File: config.mk
export PLATFORM = sky130hd
export DESIGN_NAME = bldirq_bank
export DESIGN_NICKNAME = d
export VERILOG_FILES = /design/src/shared/bldirq_pkg.sv /design/src/design/bldirq_bank.sv
export SDC_FILE = /design/constraint.sdc
export NUM_CORES = 1
export LEC_CHECK = 0
export ABC_CLOCK_PERIOD_IN_PS = 3500
export BUFFER_PORTS_ARGS = -buffer_cell sky130_fd_sc_hd__clkbuf_2
export CORE_MARGIN = 2
export CORE_UTILIZATION = 54
export CTS_BUF_LIST = sky130_fd_sc_hd__clkbuf_2 sky130_fd_sc_hd__clkbuf_4 sky130_fd_sc_hd__clkbuf_8
export CTS_CLUSTER_DIAMETER = 200
export CTS_CLUSTER_SIZE = 24
export DETAILED_ROUTE_END_ITERATION = 12
export PLACE_DENSITY = 0.93
export SYNTH_ARGS = -nofsm -noshare
export SYNTH_HDL_FRONTEND = slang
export SYNTH_SLANG_ARGS = --single-unit
File: constraint.sdc
create_clock -name clock -period 3.5 [get_ports clock]
set_input_delay 0.35 -clock clock [delete_from_list [all_inputs] [get_ports clock]]
set_output_delay 0.35 -clock clock [all_outputs]
set_load 0.02 [all_outputs]
File: src/shared/bldirq_pkg.sv
// Package for the boost/LDO interrupt and defaults register bank.
// Assumes an 8-bit register port driven by the serial-link decoder.
package bldirq_pkg;
   // Register addresses on the 8-bit register port
   localparam logic [7:0] BLDIRQ_ADDR_IRQ_ENABLE = 8'h3a;
   localparam logic [7:0] BLDIRQ_ADDR_IRQ_FLAGS  = 8'h3b;
   localparam logic [7:0] BLDIRQ_ADDR_RESTORE    = 8'h3c;
   localparam logic [7:0] BLDIRQ_ADDR_THERM_SEL  = 8'h3d;
   // Reset values
   localparam logic [2:0] BLDIRQ_ENABLE_RESET    = 3'h0;
   localparam logic [2:0] BLDIRQ_FLAGS_RESET     = 3'h0;
   localparam logic       BLDIRQ_THERM_RESET     = 1'b1;
   // Key that restores every register
   localparam logic [7:0] BLDIRQ_RESTORE_KEY     = 8'h7f;
   // Bit positions shared by enable and flag registers, then the select register bit
   localparam int BLDIRQ_BIT_FIRST_LDO = 0;
   localparam int BLDIRQ_BIT_BOOST     = 1;
   localparam int BLDIRQ_BIT_LED_OPEN  = 2;
   localparam int BLDIRQ_BIT_THERM     = 0;
   localparam int BLDIRQ_NUM_SRC       = 3;

   // One register-port access
   typedef struct packed {
      logic       wr;
      logic       rd;
      logic [7:0] addr;
      logic [7:0] wdata;
   } bldirq_req_type;

   // Raw event inputs from the analog monitors
   typedef struct packed {
      logic led_open;
      logic boost_pwr_good_warn;
      logic first_ldo_pwr_good_warn;
   } bldirq_evt_type;
endpackage

File: src/design/bldirq_bank.sv
// Boost/LDO interrupt enable, read-clear flags, soft-default key and thermistor select.
// Assumes a register port on the same clock (one-cycle rd/wr strobes) and
// asynchronous analog event levels, which are synchronised here.
`timescale 1ns/1ps
module bldirq_bank
   import bldirq_pkg::*;
(
   input  wire logic           clock,
   input  wire logic           rstn,
   input  wire bldirq_req_type req,
   input  wire bldirq_evt_type evt,
   input  wire logic           boost_standalone_fixed,
   input  wire logic           factory_thermistor_option,
   output logic [7:0]          rdata,
   output logic                irq_n,
   output logic                thermistor_47k_active
);

   logic [2:0] evt_vec;
   logic [2:0] evt_sync;
   logic [2:0] evt_prev;
   logic       mode_meta_r;
   logic       mode_sync_r;
   logic       opt_meta_r;
   logic       opt_sync_r;
   logic [2:0] irq_enable_r;
   logic [2:0] irq_flags_r;
   logic       thermistor_47k_select_r;
   logic [2:0] evt_rise;
   logic [2:0] flags_nxt;
   logic       restore;
   logic       flag_read;

   // Register address match, used by several processes
   function automatic logic hit(input bldirq_req_type r, input logic [7:0] a);
      return r.addr == a;
   endfunction

   // Monitor levels as one vector, LED open on bit 2, first LDO on bit 0
   assign evt_vec = evt;

   // Per source: two synchroniser stages, then an edge memory so a level
   // that stays high sets its flag once; only the second stage is read
   for (genvar s = 0; s < BLDIRQ_NUM_SRC; s++) begin : g_src
      logic meta_r;
      logic sync_r;
      logic prev_r;

      // First stage may go metastable, so nothing but sync_r reads it
      always_ff @(posedge clock) begin
         if (!rstn) begin
            meta_r <= 1'b0;
            sync_r <= 1'b0;
         end else begin
            meta_r <= evt_vec[s];
            sync_r <= meta_r;
         end
      end

      // Reset low matches the idle level of the monitors
      always_ff @(posedge clock) begin
         if (!rstn) begin
            prev_r <= 1'b0;
         end else begin
            prev_r <= sync_r;
         end
      end

      assign evt_sync[s] = sync_r;
      assign evt_prev[s] = prev_r;
   end

   // Boost operating mode, a slow level from the regulator control
   always_ff @(posedge clock) begin
      if (!rstn) begin
         mode_meta_r <= 1'b0;
         mode_sync_r <= 1'b0;
      end else begin
         mode_meta_r <= boost_standalone_fixed;
         mode_sync_r <= mode_meta_r;
      end
   end

   // Factory option, fixed in use but still a foreign level
   always_ff @(posedge clock) begin
      if (!rstn) begin
         opt_meta_r <= 1'b0;
         opt_sync_r <= 1'b0;
      end else begin
         opt_meta_r <= factory_thermistor_option;
         opt_sync_r <= opt_meta_r;
      end
   end

   // Decoded strobes; the key write acts on the edge that takes it

   assign restore   = req.wr && hit(req, BLDIRQ_ADDR_RESTORE) &&
                      req.wdata == BLDIRQ_RESTORE_KEY;
   assign flag_read = req.rd && hit(req, BLDIRQ_ADDR_IRQ_FLAGS);

   // Rising edges; boost warning gated by its operating mode
   always_comb begin
      evt_rise = evt_sync & ~evt_prev;
      evt_rise[BLDIRQ_BIT_BOOST] = evt_rise[BLDIRQ_BIT_BOOST] & mode_sync_r;
   end

   // Flags: read clears, but a same-cycle event wins over the clear.
   // Losing that event would hide a fault the host never saw.
   // Flags set regardless of enable; the enable only gates the pin.
   always_comb begin
      flags_nxt = irq_flags_r;
      if (flag_read) begin
         flags_nxt = BLDIRQ_FLAGS_RESET;
      end
      flags_nxt = flags_nxt | evt_rise;
   end

   always_ff @(posedge clock) begin
      if (!rstn || restore) begin
         irq_flags_r <= BLDIRQ_FLAGS_RESET;
      end else begin
         irq_flags_r <= flags_nxt;
      end
   end

   // Enable register, writable bits [2:0] only
   // Upper bits are not stored and read back as zero
   always_ff @(posedge clock) begin
      if (!rstn || restore) begin
         irq_enable_r <= BLDIRQ_ENABLE_RESET;
      end else if (req.wr && hit(req, BLDIRQ_ADDR_IRQ_ENABLE)) begin
         irq_enable_r <= req.wdata[2:0];
      end
   end

   // Thermistor select, resets to the 47k choice
   always_ff @(posedge clock) begin
      if (!rstn || restore) begin
         thermistor_47k_select_r <= BLDIRQ_THERM_RESET;
      end else if (req.wr && hit(req, BLDIRQ_ADDR_THERM_SEL)) begin
         thermistor_47k_select_r <= req.wdata[BLDIRQ_BIT_THERM];
      end
   end

   // Effective choice only when the factory option allows it
   // With the option off the 100k part is assumed, so the output is low
   always_ff @(posedge clock) begin
      if (!rstn) begin
         thermistor_47k_active <= 1'b0;
      end else begin
         thermistor_47k_active <= opt_sync_r & thermistor_47k_select_r;
      end
   end

   // Interrupt pin, active low, registered from the next flag state.
   // Using the next state keeps the pin in step with the flag register,
   // so a read that clears the last enabled flag releases it at once.
   always_ff @(posedge clock) begin
      if (!rstn || restore) begin
         irq_n <= 1'b1;
      end else begin
         irq_n <= ~|(flags_nxt & irq_enable_r);
      end
   end

   // Read word for one address; unmapped and write-only addresses give zero
   function automatic logic [7:0] read_word(input logic [7:0] a,
                                            input logic [2:0] en,
                                            input logic [2:0] fl,
                                            input logic       sel);
      logic [7:0] w;
      w = 8'h00;
      case (a)
         BLDIRQ_ADDR_IRQ_ENABLE: w = {5'h00, en};
         BLDIRQ_ADDR_IRQ_FLAGS:  w = {5'h00, fl};
         BLDIRQ_ADDR_THERM_SEL:  w = {7'h00, sel};
         default:                w = 8'h00;           // write-only reads 0
      endcase
      return w;
   endfunction

   // Read data, registered one cycle after the read strobe; unused bits zero.
   // The flags are sampled before the clear, so the host sees what fired.
   always_ff @(posedge clock) begin
      if (!rstn) begin
         rdata <= 8'h00;
      end else if (req.rd) begin
         rdata <= read_word(req.addr, irq_enable_r, irq_flags_r,
                            thermistor_47k_select_r);
      end
   end

endmodule

==> impl_metrics.xml <==
<?xml version="1.0" encoding="UTF-8"?>
<metrics>
  <group name="cts">
    <metric name="cts.sinks" unit="">25</metric>
    <metric name="clock_tree.buffer_depth" unit="">2</metric>
    <metric name="root_buffer" unit="">sky130_fd_sc_hd__clkbuf_4</metric>
    <metric name="clock_latency_on_the_worst_skew_pair" unit="ps">320</metric>
    <metric name="clkSlewWorstSetupHoldPaths" unit="ps">140</metric>
    <metric name="tritoncts" unit="">done</metric>
    <metric name="tritoncts.num_buffers" unit="">3</metric>
    <metric name="ctsHoldBuffers" unit="">0</metric>
    <metric name="htreeDepth" unit="">1</metric>
    <metric name="postCtsResizedCells" unit="">0</metric>
    <metric name="post_cts_buffers" unit="">0</metric>
  </group>
  <group name="yosys">
    <metric name="synth_seq_area_share" unit="%">48.66</metric>
    <metric name="netlist_area" unit="sq um">1028</metric>
    <metric name="synth_seq_cells" unit="">25</metric>
    <metric name="yosys_synthesis_warning_count" unit="">0</metric>
    <metric name="avgSynthCellArea" unit="sq um">9.985</metric>
    <metric name="post_synth_num_cell_types" unit="">31</metric>
    <metric name="synth_area_leaders" unit="">sky130_fd_sc_hd__dfxtp_1 (49%), sky130_fd_sc_hd__and2_1 (9.1%), sky130_fd_sc_hd__mux2i_1 (5.8%), sky130_fd_sc_hd__buf_4 (3.6%), sky130_fd_sc_hd__nor2_1 (2.9%)</metric>
    <metric name="synth_largest_type_area_fraction" unit="%">48.66</metric>
    <metric name="cell_count_after_synthesis" unit="">103</metric>
    <metric name="yosysTopAreaCell" unit="">sky130_fd_sc_hd__dfxtp_1</metric>
  </group>
  <group name="die">
    <metric name="die_w" unit="um">47.64</metric>
    <metric name="placeableCoreArea" unit="sq um">1764</metric>
    <metric name="die_area" unit="sq um">2270</metric>
    <metric name="io_pins" unit="">35</metric>
    <metric name="row_count" unit="">15</metric>
    <metric name="die_y" unit="um">47.64</metric>
    <metric name="initial_utilization" unit="%">58.30</metric>
  </group>
  <group name="route">
    <metric name="detail-route-antenna-nets" unit="">0</metric>
    <metric name="avgViaCountPerCell" unit="">5.185</metric>
    <metric name="post-route-drc-count" unit="">0</metric>
    <metric name="vias" unit="">814</metric>
    <metric name="count_of_tritonroute_iterations_in_the_first_routing_pass" unit="">4</metric>
    <metric name="wire_per_inst" unit="um">11.70</metric>
    <metric name="totalWireLength" unit="mm">1.837</metric>
    <metric name="drt_iter0_markers" unit="">17</metric>
  </group>
  <group name="power_and_ir_drop">
    <metric name="fin_total_pwr" unit="mW">0.4690</metric>
    <metric name="internal_power" unit="mW">0.3573</metric>
    <metric name="power.combinational.fraction" unit="%">9.6</metric>
    <metric name="pwr_density_cell" unit="nW/um^2">390.9</metric>
    <metric name="netSwitchingFraction" unit="%">23.82</metric>
    <metric name="switching_power" unit="mW">0.1117</metric>
    <metric name="share_clk_of_total_power" unit="%">27.5</metric>
    <metric name="share_seq_of_total_power" unit="%">62.9</metric>
    <metric name="power_leakage" unit="nW">0.5593</metric>
    <metric name="max-vdd-ir-drop" unit="uV">315.3</metric>
  </group>
  <group name="setup_path">
    <metric name="required_time_of_the_critical_path" unit="ps">3710</metric>
    <metric name="worstPathBufferInverterCount" unit="">1</metric>
    <metric name="critPathLaunchType" unit="">input port</metric>
    <metric name="path_cells" unit="">clkbuf_2, and4b_1, nand3_2, o41ai_4, nor2_1</metric>
    <metric name="worst-setup-path-type" unit="">input port to register</metric>
    <metric name="peak_per_stage_delay_on_the_critical_path" unit="ps">520</metric>
    <metric name="worst-endpoint-arrival" unit="ps">1470</metric>
    <metric name="timing.critical_path.fanout_max" unit="">8</metric>
    <metric name="crit_family" unit="">compound AO/OA/AOI/OAI gates</metric>
    <metric name="worst_path_max_delay_cell" unit="">sky130_fd_sc_hd__o41ai_4</metric>
    <metric name="critPathCaptureType" unit="">register</metric>
  </group>
  <group name="timing">
    <metric name="hold_viol" unit="">0</metric>
    <metric name="finalMaxSlewViolations" unit="">0</metric>
    <metric name="worst_clock_skew" unit="ps">4.811</metric>
    <metric name="finalCritPeriodShare" unit="%">36.06</metric>
    <metric name="rsz0062_at_grt" unit="">false</metric>
    <metric name="setup_violations" unit="">0</metric>
    <metric name="fin_tns_setup" unit="ps">0</metric>
    <metric name="min_period" unit="ps">1262</metric>
    <metric name="fmax" unit="MHz">792.3</metric>
  </group>
  <group name="grt">
    <metric name="first_global_vias" unit="">739</metric>
    <metric name="grt_antenna_before_repair" unit="">0</metric>
    <metric name="globalRoute.totalOverflow" unit="">0</metric>
    <metric name="gr-usage-all-layers" unit="%">19.31</metric>
    <metric name="largest_net_degree_at_the_start_of_global_routing" unit="">20</metric>
    <metric name="grt_pass1_wl" unit="mm">2.953</metric>
  </group>
  <group name="cells_and_area">
    <metric name="fin_nets" unit="">158</metric>
    <metric name="synthToLayoutAreaGrowth" unit="%">16.67</metric>
    <metric name="layout_commonest_cell" unit="">sky130_fd_sc_hd__clkbuf_2</metric>
    <metric name="diodes_inserted" unit="">0</metric>
    <metric name="layout_common_cells" unit="">sky130_fd_sc_hd__clkbuf_2 (29), sky130_fd_sc_hd__dfxtp_1 (25), sky130_fd_sc_hd__and2_1 (15)</metric>
    <metric name="drive_gt1_share" unit="%">29.55</metric>
    <metric name="final.fill_count" unit="">149</metric>
    <metric name="multiInputGateArea" unit="sq um">481.7</metric>
    <metric name="regArea" unit="sq um">500.5</metric>
    <metric name="finalCoreUtilization" unit="%">68.01</metric>
  </group>
  <group name="outcome">
    <metric name="run_status" unit="">finished, final reports clean</metric>
  </group>
  <group name="place">
    <metric name="gp_congestion" unit="">0.7237</metric>
    <metric name="dp.final_hpwl" unit="mm">1.452</metric>
    <metric name="numPortBuffers" unit="">29</metric>
  </group>
  <group name="run">
    <metric name="drv.max_cap_violation_count" unit="">0</metric>
  </group>
  <group name="min_path">
    <metric name="hold_path.class" unit="">input port to register</metric>
  </group>
</metrics>
## path summary, 6_finish.rpt
kind,slack [ps],endpoint,startpoint,cells past startpoint
setup / recovery,2240,irq_flags_r[2]$_SDFF_PP0_,req[14],5
hold / removal,220,g_src[1].meta_r$_SDFF_PN0_,evt[1],2
setup reg to reg,2500,irq_n$_SDFF_PP1_,irq_flags_r[2]$_SDFF_PP0_,4
hold reg to reg,450,mode_sync_r$_SDFF_PN0_,mode_meta_r$_SDFF_PN0_,1
## synth_stat cells (all sizes together)
master and number:
a22oi 2, a31o 1, a31oi 1, mux2i 6, nand3b 1, dfxtp 25
nand2 4, nand2b 1, and3 1, o41ai 1, buf 6, and4bb 1
nand4 3, nor4bb 1, nor2 8, clkbuf 2, nor3b 1, and2 15
and4b 3, o21ai 2, o22ai 2, and2b 2, a22o 2, conb 1
nand3 3, nor2b 3, a21oi 2, inv 3
## power by group through the flow
stage	sequential (mW)	combinational, mW	clock [mW]
floorplan	0.301	0.0303	0
global placement	0.301	0.0427	0
detailed placement	0.301	0.0448	0
CTS	0.295	0.0451	0.132
global route	0.296	0.0502	0.142
finish	0.295	0.0450	0.129
## per-layer routing
| layer | wire length [um] | GRT usage [%] | part of all wire (%) |
|---|---|---|---|
| met1 | 785 | 19.34 | 43 |
| met3 | 83 | 3.396 | 4.5 |
| met2 | 926 | 36.49 | 50 |
| met5 | 0 | 0 | 0 |
| met4 | 42 | 11.89 | 2.3 |
## final cells by class
class,count,area share [%]
clock inverter,1,0.6257
inverter,3,0.9385
sequential,25,41.71
timing repair buffer,29,12.10
clock buffer,3,1.877
multi-input combinational,71,40.15
tap,25,2.607
## worst register-to-register path, delay by kind of cell (launching register included)
family / cells / cell delay (ps)
buffers and inverters: 1 / 40
DFF: 1 / 350
AOI/OAI and AO/OA: 3 / 520
## metrics by stage
step                setup slack [ps]  hold WS, ps  cells  area (sq um)
finish                          2238        223.6    157          1200
detailed placement              1886        421.8    153          1170
global route                    2164        215.9    157          1200
floorplan                       2135        411.9    107          1044
global placement                1965        413.0    153          1170
CTS                             2242        219.0    157          1200
## flip-flops by register name, summed over array words and instances, names as in the netlist
signal                   count
rdata                        3
irq_flags_r                  3
g_src.prev_r                 3
mode_meta_r                  1
opt_meta_r                   1
irq_enable_r                 3
g_src.meta_r                 3
opt_sync_r                   1
thermistor_47k_select_r      1
irq_n                        1
g_src.sync_r                 3
mode_sync_r                  1
thermistor_47k_active        1
## cell families (layout without fill, tap and decap cells)
group,after synthesis,count (layout),synth area share [%]
buffers and inverters,11,36,5.961
muxes,6,6,5.840
DFF,25,25,48.66
AOI/OAI and AO/OA,13,13,10.46
and+or+nand+nor,47,47,28.71
other,1,5,0.3646
Note: power is estimated with default switching activity, not from simulation.
